## src/rtl/epd_pkg.sv

```systemverilog
// Purpose: Shared constants and types for the exception priority unit
// Assumes: 32-bit addresses and segment limit, 16-bit table limit, 8-byte vector table entries
// Notes:   Category codes double as priority order, lowest code wins
package epd_pkg;

  typedef enum logic [2:0] {
    EPD_CAT_NONE  = 3'b000,
    EPD_CAT_TRAP  = 3'b001,
    EPD_CAT_EXT   = 3'b010,
    EPD_CAT_FETCH = 3'b011,
    EPD_CAT_DEC   = 3'b100,
    EPD_CAT_EXEC  = 3'b101
  } epd_cat_e;

  typedef enum logic [1:0] {
    EPD_ST_RUN   = 2'b00,
    EPD_ST_DFLT  = 2'b01,
    EPD_ST_SHUT  = 2'b10
  } epd_state_e;

  localparam logic [7:0]  EPD_VEC_NMI   = 8'h02;
  localparam logic [7:0]  EPD_VEC_DBL   = 8'h08;
  localparam logic [7:0]  EPD_VEC_PROT  = 8'h0D;
  localparam int          EPD_ENTRY_SH  = 3;
  localparam logic [2:0]  EPD_ENTRY_LST = 3'h7;
  localparam logic [15:0] EPD_VT_LIM_RST   = 16'h03FF;
  localparam logic [31:0] EPD_TSEG_LIM_RST = 32'h0000_0067;
  localparam logic [31:0] EPD_IP_RST       = 32'h0000_0000;

endpackage

```

## src/rtl/epd_check_if.sv

```systemverilog
// Purpose: Carries one vector lookup request and its verdict
// Assumes: Single clock domain
// Notes:   Combinational check, no handshake needed
`timescale 1ns/1ps
`default_nettype none
interface epd_check_if;
  logic [7:0]  vector;
  logic [15:0] vt_limit;
  logic        beyond;
  modport core (output vector, output vt_limit, input beyond);
  modport chk  (input vector, input vt_limit, output beyond);
endinterface
`default_nettype wire

```

## src/rtl/epd_vec_check.sv

```systemverilog
// Purpose: Tests whether a vector entry lies past the table limit
// Assumes: Entry is eight bytes; last byte must be within limit
// Notes:   Pure combinational; the core muxes in the vector to test
`timescale 1ns/1ps
`default_nettype none
module epd_vec_check (
  epd_check_if.chk chk
);
  logic [10:0] last_byte;

  always_comb begin
    last_byte = {chk.vector, epd_pkg::EPD_ENTRY_LST};
    // Inclusive limit: the entry's last byte must not pass it
    chk.beyond = {5'h00, last_byte} > chk.vt_limit;
  end
endmodule
`default_nettype wire

```

## src/rtl/epd_core.sv

```systemverilog
// Purpose: Arbitrates pending events and checks vector and I/O bounds
// Assumes: Pipeline presents events for one boundary at a time
// Notes:   Events are judged only on cycles with boundary high, I/O lookups on every cycle in the run state
`timescale 1ns/1ps
`default_nettype none
module epd_core (
  // Clock and reset
  input  wire logic        clk,
  input  wire logic        reset,
  // Pipeline events
  input  wire logic        boundary,
  input  wire logic        trap_req,
  input  wire logic [7:0]  trap_vec,
  input  wire logic        fetch_flt,
  input  wire logic [7:0]  fetch_vec,
  input  wire logic        dec_flt,
  input  wire logic [7:0]  dec_vec,
  input  wire logic        exec_flt,
  input  wire logic [7:0]  exec_vec,
  input  wire logic [31:0] ip_boundary,
  input  wire logic        int_return_done,
  // External interrupt sources
  input  wire logic        nmi_req,
  input  wire logic        intr_req,
  input  wire logic        intr_enable,
  input  wire logic [7:0]  intr_vec,
  // System state from software
  input  wire logic        load_vector_table_descriptor,
  input  wire logic [15:0] vt_limit_in,
  input  wire logic        virtual_mode_extensions_flag,
  input  wire logic        v86_mode,
  input  wire logic [255:0] redir_bitmap,
  input  wire logic        soft_int,
  input  wire logic [7:0]  soft_vec,
  // I/O permission lookup
  input  wire logic        io_req,
  input  wire logic [31:0] io_map_base,
  input  wire logic [15:0] io_port,
  input  wire logic [31:0] tseg_limit,
  // Delivery
  output logic             deliver,
  output logic [7:0]       deliver_vec,
  output logic [2:0]       deliver_cat,
  output logic [31:0]      saved_ip,
  output logic             redirect_v86,
  output logic             io_gp,
  output logic             nmi_blocked,
  output logic             shutdown
);
  // Registered state and outputs
  epd_pkg::epd_state_e state_q;
  epd_pkg::epd_state_e state_d;
  logic [15:0]         vt_limit_q;
  logic [15:0]         vt_limit_d;
  logic                nmi_blk_q;
  logic                nmi_blk_d;
  logic                deliver_q;
  logic                deliver_d;
  logic [7:0]          deliver_vec_q;
  logic [7:0]          deliver_vec_d;
  epd_pkg::epd_cat_e   deliver_cat_q;
  epd_pkg::epd_cat_e   deliver_cat_d;
  logic [31:0]         saved_ip_q;
  logic [31:0]         saved_ip_d;
  logic                redirect_q;
  logic                redirect_d;
  logic                io_gp_q;
  logic                io_gp_d;
  logic                shutdown_q;
  logic                shutdown_d;

  // Arbitration results and I/O end address
  logic                ext_nmi;
  logic                ext_intr;
  logic                take_nmi;
  logic                soft_redir;
  logic [7:0]          win_vec;
  epd_pkg::epd_cat_e   win_cat;
  logic [32:0]         io_end;

  // Vector table bound check
  epd_check_if vchk ();

  epd_vec_check u_vec (
    .chk (vchk)
  );

  // The double fault state reuses the one checker
  assign vchk.vector   = (state_q == epd_pkg::EPD_ST_DFLT) ?
                         epd_pkg::EPD_VEC_DBL : win_vec;
  assign vchk.vt_limit = vt_limit_q;

  // Ranking of pending events
  always_comb begin
    ext_nmi    = nmi_req && !nmi_blk_q;
    ext_intr   = intr_req && intr_enable;
    soft_redir = soft_int && v86_mode &&
                 virtual_mode_extensions_flag &&
                 !redir_bitmap[soft_vec];
    win_vec    = 8'h00;
    win_cat    = epd_pkg::EPD_CAT_NONE;
    take_nmi   = 1'b0;
    if (trap_req) begin
      win_vec = trap_vec;
      win_cat = epd_pkg::EPD_CAT_TRAP;
    end else if (ext_nmi) begin
      win_vec  = epd_pkg::EPD_VEC_NMI;
      win_cat  = epd_pkg::EPD_CAT_EXT;
      take_nmi = 1'b1;
    end else if (ext_intr) begin
      win_vec = intr_vec;
      win_cat = epd_pkg::EPD_CAT_EXT;
    end else if (fetch_flt) begin
      win_vec = fetch_vec;
      win_cat = epd_pkg::EPD_CAT_FETCH;
    end else if (dec_flt) begin
      win_vec = dec_vec;
      win_cat = epd_pkg::EPD_CAT_DEC;
    end else if (exec_flt) begin
      win_vec = exec_vec;
      win_cat = epd_pkg::EPD_CAT_EXEC;
    end else if (soft_int && !soft_redir) begin
      win_vec = soft_vec;
      win_cat = epd_pkg::EPD_CAT_EXEC;
    end
  end

  // Next values
  always_comb begin
    state_d       = state_q;
    vt_limit_d    = vt_limit_q;
    nmi_blk_d     = nmi_blk_q;
    deliver_d     = 1'b0;
    deliver_vec_d = deliver_vec_q;
    deliver_cat_d = deliver_cat_q;
    saved_ip_d    = saved_ip_q;
    redirect_d    = 1'b0;
    io_gp_d       = 1'b0;
    shutdown_d    = shutdown_q;
    // No wrap: a 33-bit sum keeps the carry
    io_end        = {1'b0, io_map_base} + {17'h00000, io_port};
    if (load_vector_table_descriptor) begin
      vt_limit_d = vt_limit_in;
    end
    if (int_return_done) begin
      nmi_blk_d = 1'b0;
    end
    case (state_q)
      epd_pkg::EPD_ST_RUN: begin
        io_gp_d = io_req && (io_end > {1'b0, tseg_limit});
        if (boundary && win_cat != epd_pkg::EPD_CAT_NONE) begin
          saved_ip_d    = ip_boundary;
          deliver_cat_d = win_cat;
          // Recognition masks NMI even if its entry is bad
          if (take_nmi) begin
            nmi_blk_d = 1'b1;
          end
          if (vchk.beyond) begin
            state_d = epd_pkg::EPD_ST_DFLT;
          end else begin
            deliver_d     = 1'b1;
            deliver_vec_d = win_vec;
          end
        end else if (boundary && soft_redir) begin
          redirect_d = 1'b1;
        end
      end
      epd_pkg::EPD_ST_DFLT: begin
        if (vchk.beyond) begin
          state_d    = epd_pkg::EPD_ST_SHUT;
          shutdown_d = 1'b1;
        end else begin
          state_d       = epd_pkg::EPD_ST_RUN;
          deliver_d     = 1'b1;
          deliver_vec_d = epd_pkg::EPD_VEC_DBL;
        end
      end
      epd_pkg::EPD_ST_SHUT: begin
        // Only reset leaves this state
        state_d = epd_pkg::EPD_ST_SHUT;
      end
      default: begin
        state_d = epd_pkg::EPD_ST_RUN;
      end
    endcase
  end

  always_ff @(posedge clk) begin
    if (reset) begin
      state_q       <= epd_pkg::EPD_ST_RUN;
      vt_limit_q    <= epd_pkg::EPD_VT_LIM_RST;
      nmi_blk_q     <= 1'b0;
      deliver_q     <= 1'b0;
      deliver_vec_q <= 8'h00;
      deliver_cat_q <= epd_pkg::EPD_CAT_NONE;
      saved_ip_q    <= epd_pkg::EPD_IP_RST;
      redirect_q    <= 1'b0;
      io_gp_q       <= 1'b0;
      shutdown_q    <= 1'b0;
    end else begin
      state_q       <= state_d;
      vt_limit_q    <= vt_limit_d;
      nmi_blk_q     <= nmi_blk_d;
      deliver_q     <= deliver_d;
      deliver_vec_q <= deliver_vec_d;
      deliver_cat_q <= deliver_cat_d;
      saved_ip_q    <= saved_ip_d;
      redirect_q    <= redirect_d;
      io_gp_q       <= io_gp_d;
      shutdown_q    <= shutdown_d;
    end
  end

  assign deliver      = deliver_q;
  assign deliver_vec  = deliver_vec_q;
  assign deliver_cat  = deliver_cat_q;
  assign saved_ip     = saved_ip_q;
  assign redirect_v86 = redirect_q;
  assign io_gp        = io_gp_q;
  assign nmi_blocked  = nmi_blk_q;
  assign shutdown     = shutdown_q;
endmodule
`default_nettype wire

```

## config.mk

```make
export PLATFORM = sky130hd
export DESIGN_NAME = epd_core
export DESIGN_NICKNAME = d
export VERILOG_FILES = /design/src/rtl/epd_pkg.sv /design/src/rtl/epd_check_if.sv /design/src/rtl/epd_vec_check.sv /design/src/rtl/epd_core.sv
export SDC_FILE = /design/constraint.sdc
export NUM_CORES = 1
export LEC_CHECK = 0
export BUFFER_PORTS_ARGS = -buffer_cell sky130_fd_sc_hd__buf_2
export CORE_AREA = 4 4 189 191
export DETAILED_ROUTE_END_ITERATION = 7
export DIE_AREA = 0 0 193 195
export GPL_TIMING_DRIVEN = 0
export HOLD_SLACK_MARGIN = 0.03
export RECOVER_POWER = 25
export SLEW_MARGIN = 5
export SYNTH_ARGS = -nofsm -noshare
export SYNTH_HDL_FRONTEND = slang
export SYNTH_SLANG_ARGS = --single-unit
```

## constraint.sdc

```tcl
create_clock -name clk -period 6.3 [get_ports clk]
set_input_delay 0.315 -clock clk [delete_from_list [all_inputs] [get_ports clk]]
set_output_delay 0.315 -clock clk [all_outputs]
set_load 0.005 [all_outputs]
```

# ---- After elaboration in Yosys (flattened, before gate mapping)
# Index checks and enable logic that the tools add are counted.
dict set report op_classes {
  n_bitwise 1
  n_reduce_logical 21
  n_mux 35
  n_addsub 1
  n_eq_ne 6
  order_cmp 3
}
# operator count
set ops {}
lappend ops {{$mux 8} 11}
lappend ops {{$add 32x16->33} 1}
lappend ops {{$gt 33x32->1} 1}
lappend ops {{$mux 3} 7}
lappend ops {{$gt 11x16->1} 1}
lappend ops {{$pmux 8 s2} 1}
lappend ops {{$mux 1} 10}
lappend ops {{$logic_and 1x1->1} 9}
lappend ops {{$lt 8x9->1 const B} 1}
lappend ops {{$bmux 1 s8} 1}
lappend ops {{$mux 2} 3}
lappend ops {{$ne 2x2->1 const B} 3}
lappend ops {{$pmux 2 s3} 1}
lappend ops {{$reduce_and 2->1} 3}
lappend ops {{$reduce_and 4->1} 1}
lappend ops {{$logic_not 1->1} 3}
lappend ops {{$reduce_bool 3->1} 1}
lappend ops {{$reduce_or 3->1} 1}
lappend ops {{$eq 2x1->1 const B} 1}
lappend ops {{$eq 2x2->1 const B} 1}
lappend ops {{$logic_not 2->1} 1}
lappend ops {{$ne 2x1->1 const B} 1}
lappend ops {{$pmux 1 s2} 1}
lappend ops {{$reduce_bool 2->1} 1}
lappend ops {{2 further kinds} 2}
dict set report word_totals {
  regBits 66
  wordCells 77
  output_inout_bits 48
}

# ---- Depth between registers and ports, before layout
dict set report depth {
  word_depth 18
  ltp_mapped 25
  depth_no_buf 23
}

# ---- Cells and area by module
# From an unflattened synthesis, not the netlist that was laid out.
dict set report unflattened {
  cells_unflattened 820
  area_unflattened_um2 7231.9
}
# module area_per_inst_um2 instances cells_each seq_area_each_um2
set by_module_without_submodules {}
lappend by_module_without_submodules {epd_core 7001.7 1 788 1321.3}
lappend by_module_without_submodules {epd_vec_check 230.2 1 32 0.0}

# ---- Worst setup path after synthesis
# OpenSTA, ideal clock, no wires.
dict set report synth_path {
  path_kind {input to register}
  startpoint {input port soft_vec[1]}
  endpoint {register deliver_vec_q[3], in the netlist deliver_vec[3]}
  path_slack_ns 1.513
  n_path_buf 5
  t_required_ns 6.172
  arrival_time_ns 4.660
  setup_time_ns 0.128
  stages 25
  cell_sequence {buf_2 buf_2 buf_2 buf_2 mux2i_1 a22oi_1 nand3_1 o2111ai_1 nand4_1 nand3_2 nand3_1 a221o_1 a221oi_1 ha_1 nor2b_1 o21a_1 o21a_1 o21a_1 o21a_1 o21a_1 o31ai_1 o211a_1 buf_6 mux2i_1 nor2_1}
}
dict set report synth_via {
  elab_chain_len 17
  elab_cells_between_ends 31
}
# element line_no
set synth_rtl {}
lappend synth_rtl {{start, declared} epd_core.sv:34} ;# input wire logic [7:0] soft_vec,
lappend synth_rtl {{$bmux 1 s8} epd_core.sv:99} ;# !redir_bitmap[soft_vec];
lappend synth_rtl {{$mux 1 (implied by the code)} epd_core.sv:99}
lappend synth_rtl {{$logic_not 1->1} epd_core.sv:99}
lappend synth_rtl {{$logic_and 1x1->1} epd_core.sv:98} ;# virtual_mode_extensions_flag &&
lappend synth_rtl {{$logic_not 1->1} epd_core.sv:122} ;# end else if (soft_int && !soft_redir) begin
lappend synth_rtl {{$logic_and 1x1->1} epd_core.sv:122}
lappend synth_rtl {{$mux 8 or $mux 3 (tied branches)} epd_core.sv:122}
lappend synth_rtl {{$mux 8 or $mux 3 (tied branches)} epd_core.sv:119} ;# end else if (exec_flt) begin
lappend synth_rtl {{$mux 8 or $mux 3 (tied branches)} epd_core.sv:116} ;# end else if (dec_flt) begin
lappend synth_rtl {{$mux 8 or $mux 3 (tied branches)} epd_core.sv:113} ;# end else if (fetch_flt) begin
lappend synth_rtl {{$mux 8 or $mux 3 (tied branches)} epd_core.sv:110} ;# end else if (ext_intr) begin
lappend synth_rtl {{$mux 8 or $mux 3 (tied branches)} epd_core.sv:106} ;# end else if (ext_nmi) begin
lappend synth_rtl {{$mux 8 or $mux 3 (tied branches)} epd_core.sv:103} ;# if (trap_req) begin
lappend synth_rtl {{$mux 8 or $reduce_bool 3->1 (tied branches)} {epd_core.sv:89, epd_core.sv:151}}
lappend synth_rtl {{$gt 11x16->1 or $logic_and 1x1->1 (tied branches)} {epd_vec_check.sv:14, epd_core.sv:151}}
lappend synth_rtl {{$ne 2x2->1 (no line)} n/a}
lappend synth_rtl {{$reduce_and 4->1 (no line)} n/a}
lappend synth_rtl {{end signal, assigned} epd_core.sv:205} ;# deliver_vec_q <= deliver_vec_d;
lappend synth_rtl {{end, declared} epd_core.sv:59} ;# logic [7:0] deliver_vec_q;
# Parallel ways exist; a longest one is shown, timed or not. The select of a mux whose other input is x is not followed.
# A chain may end at the register's enable or synchronous reset.

# ---- Worst setup path in the final report
dict set report layout_path {
  startpoint {input port soft_vec[1]}
  endpoint {register deliver_vec_q[6], in the netlist deliver_vec[6]}
}
# Same word-level chain as after synthesis.

==> results.md <==
* Status: completed
* Main combinational cell family by area after synthesis: multiplexers
* Post-DRT Antenna Nets at 0
* Total number of vias at 8558
* Yosys cell types at 70
* Post-CTS sizing at 0
* Hold Fails Final Rpt at 0
* GR Overflow Total at 0
* CORE AREA at between 30000 and 40000 um2
* Fillers at between 3000 and 4000
* Layout Cell Area excl Fill at 10500 um2
* P per Cell Area at between 150 and 200 nW/um2
* Fmax at roughly 170 MHz
* Vias in the first global route at 8924
* Drt wl/cell at around 20 um
* Post-synth top flop: dfxtp_1
* Clock Root Buffer: clkbuf_16
* Number of cells on the worst reg-to-reg path at 15
* Kind of end point of the critical path: flop
* Period utilisation layout at 95.4%
* Post-layout min period at approximately 6.0 ns
* Most common cell after layout, fill and taps aside: buf_2
* Synth Area in Simple Gates at 17.6%
* Synth Warn # at 0
* Core Util, Final at 30.7%
* Post-route DRC at 0
* Mapped Cells at between 800 and 900
* Reg power frac at a little over a quarter
* Pins Over Slew Limit at 0
* Xor/xnor share of the synthesized area at 3.56%
* Clock tree buffer depth at 2
* DP HPWL at around 32000 um
* Final Skew at about 0.011 ns
* RSZ-0062 raised after global routing: false
* Die height at around 200 um
* Setup Buffers After CTS at 0
* I/O Buffers at between 400 and 500
* Area Overhead vs Synth at 47.0%
* Clk_lat worst skew at about 0.34 ns
* Die area at 37600 um2
* Final nets at 1837
* Placed cell area at slightly above 10000 um2
* Hold buffer count at CTS at 0
* Synth Cell Area at around 7100 um2
* 1st-iter DRT viols at approximately 330
* 1st-pass router iterations at 5
* Initial antenna violation count at 15
* GPL Wtd Cong at approximately 0.89
* Number of synthesized flops with an enable pin at 0
* Syn nets at approximately 1300
* Critical path class: input pin to flop
* Gr usage total at 18.0%
* Share of total power in the clock network at 33.3%
* Clock Sinks at between 60 and 70
* Hold Path Class: input pin to flop
* Ys async rst share at 0%
* CP required at 6.50 ns
* Num CTS Buffers at 9
* Synth Area in Compound Gates at 18.5%
* Max-cap viol count at 0
* Initial Util at roughly a fifth
* Top cell type's share of synthesized area at between 10% and 20%
* Largest net degree at the start of global routing at 13
* # setup viols final at 0
* CTS tree: built
* Least-Margin Pin Slew at roughly 0.96 ns
* Leak at approximately 0.0052 uW
* Top Ports at roughly 500
* Mux share of post-synthesis cell area at roughly a quarter
* Worst Path Max Fanout at 10
* Post-Synth Adder-Cell Area at 10.1%
* Die width at about 190 um
* Rows at between 60 and 70
* Slew HR at between 30% and 40%
* Yosys top cell by area: dfxtp_1
* Post-DR vias/cell at 4.76
* First-pass GRT wire length at roughly 51000 um
* Switching share of total power at between 30% and 40%
* Logic pwr share at roughly 40%
* Sequential share of the synthesized area at 18.5%
* Critical Path AT at between 6 and 7 ns
* Internal at 1130 uW
* Worst Hold Path Cells at 3
* Mean Syn Cell Area at 8.57 um2
* Setup_tns at 0 ns
* H-tree depth at 3
* Total power at 1670 uW
* Ranking of synthesized cells by area: dfxtp_1 (19%), mux4_2 (14%), ha_1 (9.8%)
* Net switching power at roughly 540 uW
* Clock transition at path regs at ~0.060 ns
* Worst VDD drop at approximately 0.11 mV
* #FFs+latches synth at 66
* WL final at approximately 36000 um
* Share of layout cells above drive strength 1 at between 40% and 50%
* Commonest cells after routing, fill and taps aside: buf_2 (487), nand2_1 (71), a21oi_1 (68)
* Critical Path Start Type: input pin
==> through the flow <==
step	hold WS, ns	setup WS [ns]	cells
6_report	0.197	0.293	1797
5_1_grt	0.200	0.0438	1796
4_1_cts	0.187	0.210	1792
3_5_place_dp	0.446	-0.127	1776
3_3_place_gp	0.439	-0.399	1775
2_1_floorplan	0.441	1.51	831
==> critical path, cell delays in order <==
cell and delay (ns):
buf_2 0.25, buf_2 0.32, buf_2 0.41, clkbuf_4 0.40, mux2i_1 0.15, a22oi_1 0.23, nand3_1 0.15, nand4b_1 0.12
nand4_1 0.23, nand3_2 0.25, nand3_1 0.15, a221o_1 0.34, a221oi_1 0.49, ha_1 0.34, nor2b_1 0.14, o21a_1 0.16
o21a_1 0.16, o21a_1 0.16, o21a_1 0.16, o21a_1 0.21, o31ai_1 0.35, o211a_1 0.24, buf_6 0.18, mux2i_1 0.21
nor2_1 0.05
==> path summary, 6_finish.rpt <==
kind                   from                to  slack [ns]
max             soft_vec[1]    deliver_vec[6]        0.29
min          vt_limit_in[0]  vchk.vt_limit[0]        0.20
max reg2reg     nmi_blocked    deliver_vec[6]        1.92
min reg2reg    saved_ip[30]      saved_ip[30]        0.45
==> Yosys cell counts, drive strengths merged (3+ instances only) <==
cell type / count
nand2: 72
a21oi: 68
dfxtp: 66
mux2i: 63
inv: 57
nand3: 57
ha: 56
mux4: 49
nor2: 47
buf: 30
clkbuf: 25
a21o: 21
xnor2: 20
a22oi: 19
nand4: 17
o21ai: 17
nor2b: 14
nor3: 14
o211ai: 11
o21a: 9
xor2: 9
a211oi: 7
and3: 7
nand2b: 7
a31oi: 6
and2: 5
nand3b: 5
o21bai: 4
o32ai: 4
a221oi: 3
o31ai: 3
or3: 3
==> state kept, by name, indices dropped and copies added (netlist names) <==
signal	flops
deliver	1
deliver_cat	3
deliver_vec	8
io_gp	1
nmi_blocked	1
redirect_v86	1
saved_ip	32
shutdown	1
state_q	2
vchk.vt_limit	16
==> power groups by stage <==
| stage | sequential [uW] | combinational [uW] | clock [uW] |
|---|---|---|---|
| detailed placement | 466 | 659 | 0 |
| global placement | 466 | 648 | 0 |
| CTS | 457 | 663 | 569 |
| finish | 457 | 655 | 554 |
| floorplan | 466 | 366 | 0 |
| global route | 460 | 727 | 584 |
==> kinds of logic (layout without fill, tap and decap cells) <==
family | after synthesis | in the layout
other cells | 0 | 5
simple gates | 258 | 258
fa+ha+maj | 57 | 57
xor+xnor | 29 | 29
compound gates | 196 | 196
buf+inv | 112 | 618
mux | 113 | 113
flops | 66 | 66
==> final cells by class <==
cell class | count | area [um2] | share of cell area (%)
clock buffer | 10 | 239 | 2.28
timing repair buffer | 490 | 2430 | 23.2
clock inverter | 6 | 90.1 | 0.860
multi-input combinational | 653 | 5310 | 50.7
sequential | 66 | 1320 | 12.6
buffer | 55 | 279 | 2.66
antenna | 5 | 12.5 | 0.119
inverter | 57 | 214 | 2.04
tap | 455 | 569 | 5.44
==> layer usage <==
metal	up-vias	global-route usage, %	part of all wire, %
met5	-	0	0.26
met3	62	2.77	6.4
met4	16	5.43	2.4
li1	4121	-	-
met2	378	34.5	54
met1	3981	20.1	37
(Power assumes the default switching activity.)
